==> src/rtic_map.vh <==
// Purpose: Constants for the remote TTL I/O control block
// Assumes: 250 MHz system clock, APB register access
// Notes: Offsets are byte addresses, one 32-bit word each
//
// What this block does
// - Ion gauge input fall on, rise off
// - Degas input fall starts, rise stops
// - Emission lockout low forces emission off
// - Keypad lockout low ignores gauge keypad
// - Thermal gauge input fall off, rise on
// - Log clear on fall only
// - Override high ignores five gauge inputs
// - Filament input fall selects, rise deselects
// - Panel lockout low ignores touchscreen, keypad
// - Channel output pin low while active
// - Linked channel activates on chosen polarity
// - Eight outputs, eight inputs, twelve remotes
`ifndef RTIC_MAP_VH
`define RTIC_MAP_VH

// Register byte offsets
`define RTIC_REG_MANUAL 12'h000
`define RTIC_REG_LINK 12'h004
`define RTIC_REG_POLARITY 12'h008
`define RTIC_REG_CHAN_STAT 12'h00C
`define RTIC_REG_REMOTE_LVL 12'h010
`define RTIC_REG_GAUGE 12'h014
`define RTIC_REG_EVENT 12'h018

// Positions in the combined filtered input vector
`define RTIC_IN_ION_A 8
`define RTIC_IN_ION_B 9
`define RTIC_IN_DEGAS 10
`define RTIC_IN_LOCKOUT 11
`define RTIC_IN_KEYPAD 12
`define RTIC_IN_THERM_A 13
`define RTIC_IN_THERM_B 14
`define RTIC_IN_LOGCLR 15
`define RTIC_IN_OVERRIDE 16
`define RTIC_IN_FIL_A 17
`define RTIC_IN_FIL_B 18
`define RTIC_IN_PANEL 19
`define RTIC_NUM_IN 20

// Gauge state field positions
`define RTIC_GS_ION_A 0
`define RTIC_GS_ION_B 1
`define RTIC_GS_DEGAS 2
`define RTIC_GS_THERM_A 3
`define RTIC_GS_THERM_B 4
`define RTIC_GS_FIL_A 5
`define RTIC_GS_FIL_B 6

// Reset values
`define RTIC_RST_GAUGE 7'h18
`define RTIC_RST_CHAN 8'h00
`define RTIC_IN_IDLE 1'b1

// Glitch filter: input must stand stable this long
`define RTIC_CLK_MHZ 250
`define RTIC_FILT_NS 1000
`define RTIC_FILT_CYC ((`RTIC_FILT_NS * `RTIC_CLK_MHZ + 999) / 1000)

`endif

==> src/rtic_io.v <==
// Purpose: Remote-control and process-channel TTL front end
// Assumes: All pins arrive asynchronously through opto-isolators
// Notes: Channel activity is set by software or by linked inputs
//
// Register access over APB and the register offsets were decided locally.
`include "rtic_map.vh"
`default_nettype none

module rtic_io (
    input wire CLK_SYS, // System clock, 250 MHz
    input wire RST, // Asynchronous reset, active high
    input wire PSEL, // APB select
    input wire PENABLE, // APB access phase
    input wire PWRITE, // APB write when high
    input wire [11:0] PADDR, // APB byte address
    input wire [31:0] PWDATA, // APB write data
    output reg [31:0] PRDATA, // APB read data
    output reg PREADY, // APB ready
    output reg PSLVERR, // APB error on unmapped address
    input wire [7:0] PROC_IN, // Process channel input pins
    input wire ION_GAUGE_A_REMOTE_ON, // Ion gauge A command pin
    input wire ION_GAUGE_B_REMOTE_ON, // Ion gauge B command pin
    input wire DEGAS_REMOTE, // Degas command pin
    input wire EMISSION_LOCKOUT_N, // Low forces emission off
    input wire GAUGE_KEYPAD_LOCKOUT_N, // Low locks gauge keypad
    input wire THERMAL_GAUGE_A_REMOTE_OFF, // Thermal gauge A pin
    input wire THERMAL_GAUGE_B_REMOTE_OFF, // Thermal gauge B pin
    input wire LOG_CLEAR_N, // Fall clears the data log
    input wire REMOTE_GAUGE_OVERRIDE, // High ignores five gauge pins
    input wire FILAMENT_A_SELECT, // Filament A select pin
    input wire FILAMENT_B_SELECT, // Filament B select pin
    input wire PANEL_LOCKOUT_N, // Low locks the whole panel
    output reg [7:0] PROC_OUT_N, // Channel outputs, low active
    output reg ION_A_EMIT, // Ion gauge A emission enable
    output reg ION_B_EMIT, // Ion gauge B emission enable
    output reg DEGAS_RUN, // Degas running request
    output reg THERMAL_A_ON, // Thermal gauge A powered
    output reg THERMAL_B_ON, // Thermal gauge B powered
    output reg FILAMENT_A_ON, // Filament A selected
    output reg FILAMENT_B_ON, // Filament B selected
    output reg LOG_CLEAR, // One-cycle log erase pulse
    output reg GAUGE_KEYPAD_EN, // Gauge keypad accepted
    output reg TOUCH_EN // Touchscreen accepted
);

    localparam NI = `RTIC_NUM_IN;
    // Compared at full width so the count is never cut
    localparam [31:0] FILT_LAST = `RTIC_FILT_CYC - 1;

    wire [NI-1:0] pins; // All asynchronous inputs
    reg [NI-1:0] s1_ff; // First synchroniser stage
    reg [NI-1:0] s2_ff; // Second synchroniser stage
    reg [NI-1:0] s3_ff; // Third synchroniser stage
    reg [NI-1:0] filt_ff; // Filtered input levels
    reg [NI-1:0] fall_ff; // One-cycle falling edge pulses
    reg [NI-1:0] rise_ff; // One-cycle rising edge pulses
    reg [7:0] manual_ff; // Software channel activity
    reg [7:0] link_ff; // Channel follows its input pin
    reg [7:0] pol_ff; // Level that activates a channel
    reg [11:0] event_ff; // Sticky remote edge events
    reg [6:0] gauge_ff; // Requested gauge state
    reg [6:0] nxt_gauge; // Next gauge state
    reg [7:0] chan_act; // Resolved channel activity
    reg [31:0] nxt_rdata; // Read mux result
    reg nxt_err; // Unmapped address flag
    wire setup; // APB setup phase
    wire wr_go; // Write commits this edge
    wire [11:0] any_edge; // Any remote edge this cycle

    // Pins in header order; process inputs at the bottom
    // Remote pins sit at bits 8 to 19, as the position macros say
    assign pins = {PANEL_LOCKOUT_N, FILAMENT_B_SELECT,
        FILAMENT_A_SELECT, REMOTE_GAUGE_OVERRIDE, LOG_CLEAR_N,
        THERMAL_GAUGE_B_REMOTE_OFF, THERMAL_GAUGE_A_REMOTE_OFF,
        GAUGE_KEYPAD_LOCKOUT_N, EMISSION_LOCKOUT_N, DEGAS_REMOTE,
        ION_GAUGE_B_REMOTE_ON, ION_GAUGE_A_REMOTE_ON, PROC_IN};

    // Synchroniser: three flops, the first read only by the second
    // Three stages cost three cycles but give metastability margin
    always @(posedge CLK_SYS or posedge RST)
    begin
        if (RST)
        begin
            s1_ff <= {NI{`RTIC_IN_IDLE}};
            s2_ff <= {NI{`RTIC_IN_IDLE}};
            s3_ff <= {NI{`RTIC_IN_IDLE}};
        end
        else
        begin
            s1_ff <= pins;
            s2_ff <= s1_ff;
            s3_ff <= s2_ff;
        end
    end

    // Per-input glitch filter and edge detector
    genvar gi;
    generate
        for (gi = 0; gi < NI; gi = gi + 1)
        begin : g_filt
            reg [7:0] cnt_ff; // Stable time counter
            // Level is accepted only after a full quiet interval,
            // so opto bounce cannot emit a second pulse
            always @(posedge CLK_SYS or posedge RST)
            begin
                if (RST)
                begin
                    cnt_ff <= 8'h00;
                    filt_ff[gi] <= `RTIC_IN_IDLE;
                    fall_ff[gi] <= 1'b0;
                    rise_ff[gi] <= 1'b0;
                end
                else if (s2_ff[gi] != s3_ff[gi] ||
                    s3_ff[gi] == filt_ff[gi])
                begin
                    // Disagreement or no change: restart the wait
                    cnt_ff <= 8'h00;
                    fall_ff[gi] <= 1'b0;
                    rise_ff[gi] <= 1'b0;
                end
                else if ({24'h000000, cnt_ff} == FILT_LAST)
                begin
                    // Accept: exactly one pulse per edge
                    cnt_ff <= 8'h00;
                    filt_ff[gi] <= s3_ff[gi];
                    fall_ff[gi] <= ~s3_ff[gi];
                    rise_ff[gi] <= s3_ff[gi];
                end
                else
                begin
                    cnt_ff <= cnt_ff + 8'h01;
                    fall_ff[gi] <= 1'b0;
                    rise_ff[gi] <= 1'b0;
                end
            end
        end
    endgenerate

    // Gauge command state from remote edges
    always @*
    begin
        nxt_gauge = gauge_ff;
        // Override discards these edges; nothing is queued
        if (!filt_ff[`RTIC_IN_OVERRIDE])
        begin
            if (fall_ff[`RTIC_IN_ION_A])
                nxt_gauge[`RTIC_GS_ION_A] = 1'b1;
            else if (rise_ff[`RTIC_IN_ION_A])
                nxt_gauge[`RTIC_GS_ION_A] = 1'b0;
            if (fall_ff[`RTIC_IN_ION_B])
                nxt_gauge[`RTIC_GS_ION_B] = 1'b1;
            else if (rise_ff[`RTIC_IN_ION_B])
                nxt_gauge[`RTIC_GS_ION_B] = 1'b0;
            if (fall_ff[`RTIC_IN_DEGAS])
                nxt_gauge[`RTIC_GS_DEGAS] = 1'b1;
            else if (rise_ff[`RTIC_IN_DEGAS])
                nxt_gauge[`RTIC_GS_DEGAS] = 1'b0;
            if (fall_ff[`RTIC_IN_FIL_A])
                nxt_gauge[`RTIC_GS_FIL_A] = 1'b1;
            else if (rise_ff[`RTIC_IN_FIL_A])
                nxt_gauge[`RTIC_GS_FIL_A] = 1'b0;
            if (fall_ff[`RTIC_IN_FIL_B])
                nxt_gauge[`RTIC_GS_FIL_B] = 1'b1;
            else if (rise_ff[`RTIC_IN_FIL_B])
                nxt_gauge[`RTIC_GS_FIL_B] = 1'b0;
        end
        // Thermal gauges are never overridden
        // A fall and a rise never arrive in the same cycle
        if (fall_ff[`RTIC_IN_THERM_A])
            nxt_gauge[`RTIC_GS_THERM_A] = 1'b0;
        else if (rise_ff[`RTIC_IN_THERM_A])
            nxt_gauge[`RTIC_GS_THERM_A] = 1'b1;
        if (fall_ff[`RTIC_IN_THERM_B])
            nxt_gauge[`RTIC_GS_THERM_B] = 1'b0;
        else if (rise_ff[`RTIC_IN_THERM_B])
            nxt_gauge[`RTIC_GS_THERM_B] = 1'b1;
    end

    // Channel activity: linked channels follow their pin
    // Unlinked channels take their level from software
    always @*
    begin
        chan_act = (link_ff & ~(filt_ff[7:0] ^ pol_ff)) |
            (~link_ff & manual_ff);
    end

    // Setup latches the answer; a write commits at the ready edge
    assign setup = PSEL & ~PENABLE;
    assign wr_go = PSEL & PENABLE & PWRITE & PREADY;
    // Any remote edge this cycle sets its sticky event flag
    assign any_edge = fall_ff[NI-1:8] | rise_ff[NI-1:8];

    // Read mux and address decode for the setup phase
    // Decoded early so the answer stands one cycle later
    always @*
    begin
        nxt_rdata = 32'h00000000;
        nxt_err = 1'b0;
        if (PADDR == `RTIC_REG_MANUAL)
            nxt_rdata[7:0] = manual_ff;
        else if (PADDR == `RTIC_REG_LINK)
            nxt_rdata[7:0] = link_ff;
        else if (PADDR == `RTIC_REG_POLARITY)
            nxt_rdata[7:0] = pol_ff;
        else if (PADDR == `RTIC_REG_CHAN_STAT)
            nxt_rdata[15:0] = {filt_ff[7:0], chan_act};
        else if (PADDR == `RTIC_REG_REMOTE_LVL)
            nxt_rdata[11:0] = filt_ff[NI-1:8];
        else if (PADDR == `RTIC_REG_GAUGE)
            nxt_rdata[6:0] = gauge_ff;
        else if (PADDR == `RTIC_REG_EVENT)
            nxt_rdata[11:0] = event_ff;
        else
            nxt_err = 1'b1; // Unmapped: error, reads zero
    end

    // APB slave: one cycle of access, answer registered
    // Read data is kept until the next read setup
    always @(posedge CLK_SYS or posedge RST)
    begin
        if (RST)
        begin
            PRDATA <= 32'h00000000;
            PREADY <= 1'b0;
            PSLVERR <= 1'b0;
        end
        else
        begin
            PREADY <= setup;
            PSLVERR <= setup & nxt_err;
            if (setup && !PWRITE)
                PRDATA <= nxt_rdata;
        end
    end

    // Software registers; edge events win over a clear
    // Writes to read-only or unmapped offsets are dropped
    always @(posedge CLK_SYS or posedge RST)
    begin
        if (RST)
        begin
            manual_ff <= 8'h00;
            link_ff <= 8'h00;
            pol_ff <= 8'h00;
            event_ff <= 12'h000;
        end
        else
        begin
            if (wr_go && PADDR == `RTIC_REG_MANUAL)
                manual_ff <= PWDATA[7:0];
            if (wr_go && PADDR == `RTIC_REG_LINK)
                link_ff <= PWDATA[7:0];
            if (wr_go && PADDR == `RTIC_REG_POLARITY)
                pol_ff <= PWDATA[7:0];
            if (wr_go && PADDR == `RTIC_REG_EVENT)
                event_ff <= (event_ff & ~PWDATA[11:0]) | any_edge;
            else
                event_ff <= event_ff | any_edge;
        end
    end

    // Gauge state and all pin-facing outputs
    always @(posedge CLK_SYS or posedge RST)
    begin
        if (RST)
        begin
            gauge_ff <= `RTIC_RST_GAUGE;
            PROC_OUT_N <= ~`RTIC_RST_CHAN;
            ION_A_EMIT <= 1'b0;
            ION_B_EMIT <= 1'b0;
            DEGAS_RUN <= 1'b0;
            THERMAL_A_ON <= 1'b1;
            THERMAL_B_ON <= 1'b1;
            FILAMENT_A_ON <= 1'b0;
            FILAMENT_B_ON <= 1'b0;
            LOG_CLEAR <= 1'b0;
            GAUGE_KEYPAD_EN <= 1'b0;
            TOUCH_EN <= 1'b0;
        end
        else
        begin
            gauge_ff <= nxt_gauge;
            PROC_OUT_N <= ~chan_act;
            // Lockout gates the output only; the stored request
            // survives, so emission returns once lockout lifts
            ION_A_EMIT <= nxt_gauge[`RTIC_GS_ION_A] &
                filt_ff[`RTIC_IN_LOCKOUT];
            ION_B_EMIT <= nxt_gauge[`RTIC_GS_ION_B] &
                filt_ff[`RTIC_IN_LOCKOUT];
            DEGAS_RUN <= nxt_gauge[`RTIC_GS_DEGAS];
            THERMAL_A_ON <= nxt_gauge[`RTIC_GS_THERM_A];
            THERMAL_B_ON <= nxt_gauge[`RTIC_GS_THERM_B];
            FILAMENT_A_ON <= nxt_gauge[`RTIC_GS_FIL_A];
            FILAMENT_B_ON <= nxt_gauge[`RTIC_GS_FIL_B];
            // Only the fall clears the log; the rise is ignored
            LOG_CLEAR <= fall_ff[`RTIC_IN_LOGCLR];
            // Keypad needs both lockouts released
            GAUGE_KEYPAD_EN <= filt_ff[`RTIC_IN_KEYPAD] &
                filt_ff[`RTIC_IN_PANEL];
            TOUCH_EN <= filt_ff[`RTIC_IN_PANEL];
        end
    end

endmodule

`default_nettype wire

==> config.mk <==
export PLATFORM = sky130hd
export DESIGN_NAME = rtic_io
export DESIGN_NICKNAME = d
export VERILOG_FILES = /design/src/rtic_io.v
export VERILOG_INCLUDE_DIRS = /design/src
export SDC_FILE = /design/constraint.sdc
export NUM_CORES = 1
export LEC_CHECK = 0
export BUFFER_PORTS_ARGS = -buffer_cell sky130_fd_sc_hd__buf_2
export CORE_AREA = 2 2 159 161
export CTS_BUF_LIST = sky130_fd_sc_hd__clkbuf_8 sky130_fd_sc_hd__clkbuf_16
export DETAILED_ROUTE_END_ITERATION = 12
export DIE_AREA = 0 0 161 163
export PLACE_DENSITY = 0.77
export SYNTH_ARGS = -nofsm -noshare
export SYNTH_HDL_FRONTEND = slang
export SYNTH_SLANG_ARGS = --single-unit
==> constraint.sdc <==
create_clock -name CLK_SYS -period 25.8 [get_ports CLK_SYS]
set_input_delay 2.58 -clock CLK_SYS [delete_from_list [all_inputs] [get_ports CLK_SYS]]
set_output_delay 2.58 -clock CLK_SYS [all_outputs]
set_load 0.01 [all_outputs]
Word level (Yosys, flattened, before mapping)
Cells that the tools add are included.
W data, S select, Z words.
Word-level totals
  word-level logic and storage cells: 396
  input bits: 69
  output and inout bits: 52
  bits in registers: 343
Cells by class
  bitwise operators: 53
  eq/ne operators: 66
  add/sub/neg operators: 20
  reduce and logical (&&, ||, !) cells: 47
  muxes and demuxes: 124
Operators with widths (count)
  $mux W8: 46
  $add A8 B1 Y8 const B: 20
  $eq A8 B8 Y1 const B: 20
  $mux W1: 69
  $mux W12: 4
  $reduce_and A2 Y1: 20
  $eq A12 B5 Y1 const B: 3
  $or A12 B12 Y12: 3
  $not A1 Y1: 33
  $eq A12 B4 Y1 const B: 2
  $not A8 Y8: 3
  $eq A1 B1 Y1: 20
  $logic_or A1 B1 Y1: 20
  $ne A1 B1 Y1: 20
  $and A8 B8 Y8: 2
  $and A12 B12 Y12: 1
  $eq A12 B3 Y1 const B: 1
  $logic_not A12 Y1: 1
  $not A12 Y12: 1
  $and A1 B1 Y1: 8
  $or A8 B8 Y8: 1
  $xor A8 B8 Y8: 1
  $mux W7: 1
  $logic_and A1 B1 Y1: 5
  5 further kinds: 5

Depth between registers and ports, before layout
  depth after elaboration: 9
  mapped depth: 7
  depth with buffers taken out: 7

Least setup slack after synthesis
OpenSTA, ideal clock, no wires.
  path kind: input to register
  start point: input port PADDR[9]
  end point: register pol_ff[0]
  stages on the path: 4
  arrival: 3.940 ns
  required time: 25.675 ns
  setup slack: 21.735 ns
  library setup time: 0.125 ns
  buffers on the path: 0
  cells stage by stage: or4_4 > nor4_4 > nand3_2 > mux2_2
On the way
  cells in the longest elaborated chain, start to end: 2
Ends and longest elaborated chain
  start: declaration: RTL line rtic_io.v:15  | input wire [11:0] PADDR,
  $eq A12 B4 Y1 (no source line)
  $logic_and A1 B1 Y1 (no source line)
  end signal: assignment: RTL line rtic_io.v:254  | pol_ff <= PWDATA[7:0];
  end: declaration: RTL line rtic_io.v:59  | reg [7:0] pol_ff;
No other way between the ends.
A chain may end at the register's enable or synchronous reset.

Worst setup path in the final report
  start point: input port PADDR[3]
  end point: register event_ff[6]
On the way
  cells in the longest elaborated chain, start to end: 3
Ends and longest elaborated chain
  $eq A12 B5 Y1 (no source line)
  $logic_and A1 B1 Y1 (no source line)
  $mux W12: RTL line rtic_io.v:255  | if (wr_go && PADDR == `RTIC_REG_EVENT)
  end signal: assignment: RTL line rtic_io.v:256  | event_ff <= (event_ff & ~PWDATA[11:0]) | any_edge;
  end signal: assignment: RTL line rtic_io.v:258  | event_ff <= event_ff | any_edge;
  end: declaration: RTL line rtic_io.v:60  | reg [11:0] event_ff;
No other way between the ends.

==> results.tsv <==
metric	value	unit
status	completed	
final setup TNS	0	ns
Core Rows	58	
Area contributors post-synth	dfrtp_1 43%, dfstp_2 16%, nor2_1 6.7%	
Synth Area in Compound Gates	6.17	%
post-route ant nets	0	
die area	0.0262	mm2
Critical Path Start Type	input port	
vias per cell	5.41	
CTS Hold Bufs	0	
Critical Path End Type	register	
share of the synthesized area in the top cell type	43.0	%
TritonCTS Buffers	37	
Tmin final	4.65	ns
placed insts	1735	
syn avg cell area	10.9	um2
filler-free cell count of the finished design	1804	
gr usage total	22.8	%
IO Count	121	
CP peak stage delay	0.69	ns
Main synth FF type	dfrtp_1	
critical-path cell list	buf_2, nor2b_1, and4_1, and2b_1, nand2_1, a211o_1	
Synth Warn #	0	
Detailed Routing Iterations Pass 1	8	
critical path class	input port to register	
DR iter-0 viols	709	
DR DRC count	0	
Lkg Pwr	7.25	nW
ratio of cells with drive above 1 in the final layout	18.3	%
Netlist Area Pre-Place	0.0144	mm2
Setup Buffers After CTS	0	
post-synthesis register bit count	338	
routed wire length	28800	um
relative slew slack	27.5	%
IR drop worst, VDD	0.0000555	V
worst-margin pin slew	1.09	ns
Max-cap violations	0	
final clock skew	0.0111	ns
via count	9761	
Finish-stage setup viols	0	
dpl ws	20.57	ns
simple-gate share of the synthesized area	18.3	%
DIE WIDTH	161	um
Netlist cell types	50	
IO buf count	84	
CTS clock-pin slew for the worst setup and hold paths	0.05	ns
clk sink count	338	
Synth Area in Adders	3.47	%
top cells by count, synth	256 x nor2_1, 248 x dfrtp_1, 144 x nand2_1, 90 x dfstp_2, 87 x xnor2_1	
HP Class	register to register	
Synth Instances	1329	
initial antenna violation count	4	
die height	163	um
Max Fclk	215	MHz
DP HPWL	19200	um
core area	0.0247	mm2
RSZ-0062 raised after global routing	no	
fin. max-slew vios	0	
fin nets	1553	
wire per inst	16.0	um
Post-synth EDFFs	0	
Worst-Skew Late Latency	0.51	ns
largest family of logic cells by synthesized area	simple AND/OR/NAND/NOR gates	
largest buffer count on any clock path	3	
GPL Wtd Cong	0.845	
Area Overhead vs Synth	13.7	%
Starting Density	58.5	%
vias in the first global route	9952	
final worst slack	21.15	ns
Cell Pwr Density	67.6	mW/mm2
family with the most delay on the worst path	simple AND/OR/NAND/NOR gates	
CTS tree	yes	
FFs w/ async S/R, synth	100	%
XOR/XNOR share of the synthesized area	7.77	%
Seq. cell area	0.00857	mm2
cell taking the most area after synthesis	dfrtp_1	
Filler cells	1888	
global-route wire length before repair	48300	um
area of the multi-input gates	0.00558	mm2
Root Driver	clkbuf_16	
most frequent cell after synthesis	nor2_1	
Crit path buffers/inverters	1	
Worst Path Required	26.19	ns
final hold viol count	0	
pin count of the biggest net entering global routing	117	
Layout Utilization	66.5	%
crit path max fanout	15	
CP Data Arrival Time	5.03	ns
sequential area share after synthesis	59.4	%
CTS resizes	0	
mux cell area share after synthesis	2.57	%
GR Overflow Total	0	
period utilization	18.0	%
slowest CP cell	nor2b_1	
CTS H-tree depth	2	
stage by stage:
stage / hold WS [ns] / power, mW / instance area (um2)
final: 0.354 / 1.11 / 16400
after global routing: 0.357 / 1.15 / 16400
after CTS: 0.355 / 1.12 / 16400
after detailed placement: 0.347 / 0.601 / 15200
after global placement: 0.346 / 0.599 / 15200
after floorplan: 0.345 / 0.586 / 14500
flip-flops by register name, indices dropped and copies added, names as in the netlist, 6 cells and up:
signal / flops
event_ff: 12
g_filt.cnt_ff: 160
gauge_ff: 6
link_ff: 8
PRDATA: 16
pol_ff: 8
filt_ff: 20
s2_ff: 20
PROC_OUT_N: 8
manual_ff: 8
rise_ff: 12
s3_ff: 20
s1_ff: 20
fall_ff: 12
cells by family after synthesis:
kind of cell / after synthesis
AOI/OAI and AO/OA: 143
muxes: 34
xor gates and xnor gates: 128
and+or+nand+nor: 574
other: 1
adders and majority gates: 40
buffers and inverters: 71
DFF: 338
where the power goes:
group          internal, mW  switching, mW
clock network         0.316          0.201
logic                0.0112         0.0286
registers             0.544        0.00828
worst reg2reg max path, cell delays in order (launching register included):
cell	delay [ns]
dfrtp_1	0.34
nand4_1	0.21
and2b_1	0.67
nand2_1	0.15
a211o_1	0.32
cell usage in the layout, fill, tap and decap left out, drive strengths merged, types with 19 or more instances in the layout:
master	Yosys	final
dfstp	90	90
buf	18	88
o21ai	72	72
or3	27	27
clkbuf	9	46
ha	40	40
xor2	41	41
inv	44	53
xnor2	87	87
mux2	24	24
nor2	256	256
nand4	23	23
nand2	144	144
nand3	52	52
nand2b	19	19
dfrtp	248	248
worst paths after layout:
check,start,end,slack [ns],cells past startpoint
min in group asynchronous,RST,g_filt[4].cnt_ff[2]$_DFF_PP0_,2.22,2
max,PADDR[3],event_ff[6]$_DFF_PP0_,21.15,6
max in group asynchronous,RST,g_filt[10].cnt_ff[2]$_DFF_PP0_,21.21,4
min,s1_ff[1]$_DFF_PP1_,s2_ff[1]$_DFF_PP1_,0.35,0
min reg2reg,s1_ff[1]$_DFF_PP1_,s2_ff[1]$_DFF_PP1_,0.35,0
max reg2reg,PREADY$_DFF_PP0_,event_ff[6]$_DFF_PP0_,23.99,4
per-layer routing:
layer	GRT usage, %	share of wire [%]
met2	38.1	49
met4	7.83	2.5
met5	0	0
met1	29.7	43
met3	5.04	6.2
cell type report:
cell class	instances	share of cell area (%)
timing repair buffer	88	2.74
antenna	4	0.0610
clock buffer	46	6.40
tap	330	2.52
sequential	338	52.2
inverter	44	1.05
multi-input combinational	935	34.0
clock inverter	19	0.984
(Power assumes the default switching activity.)
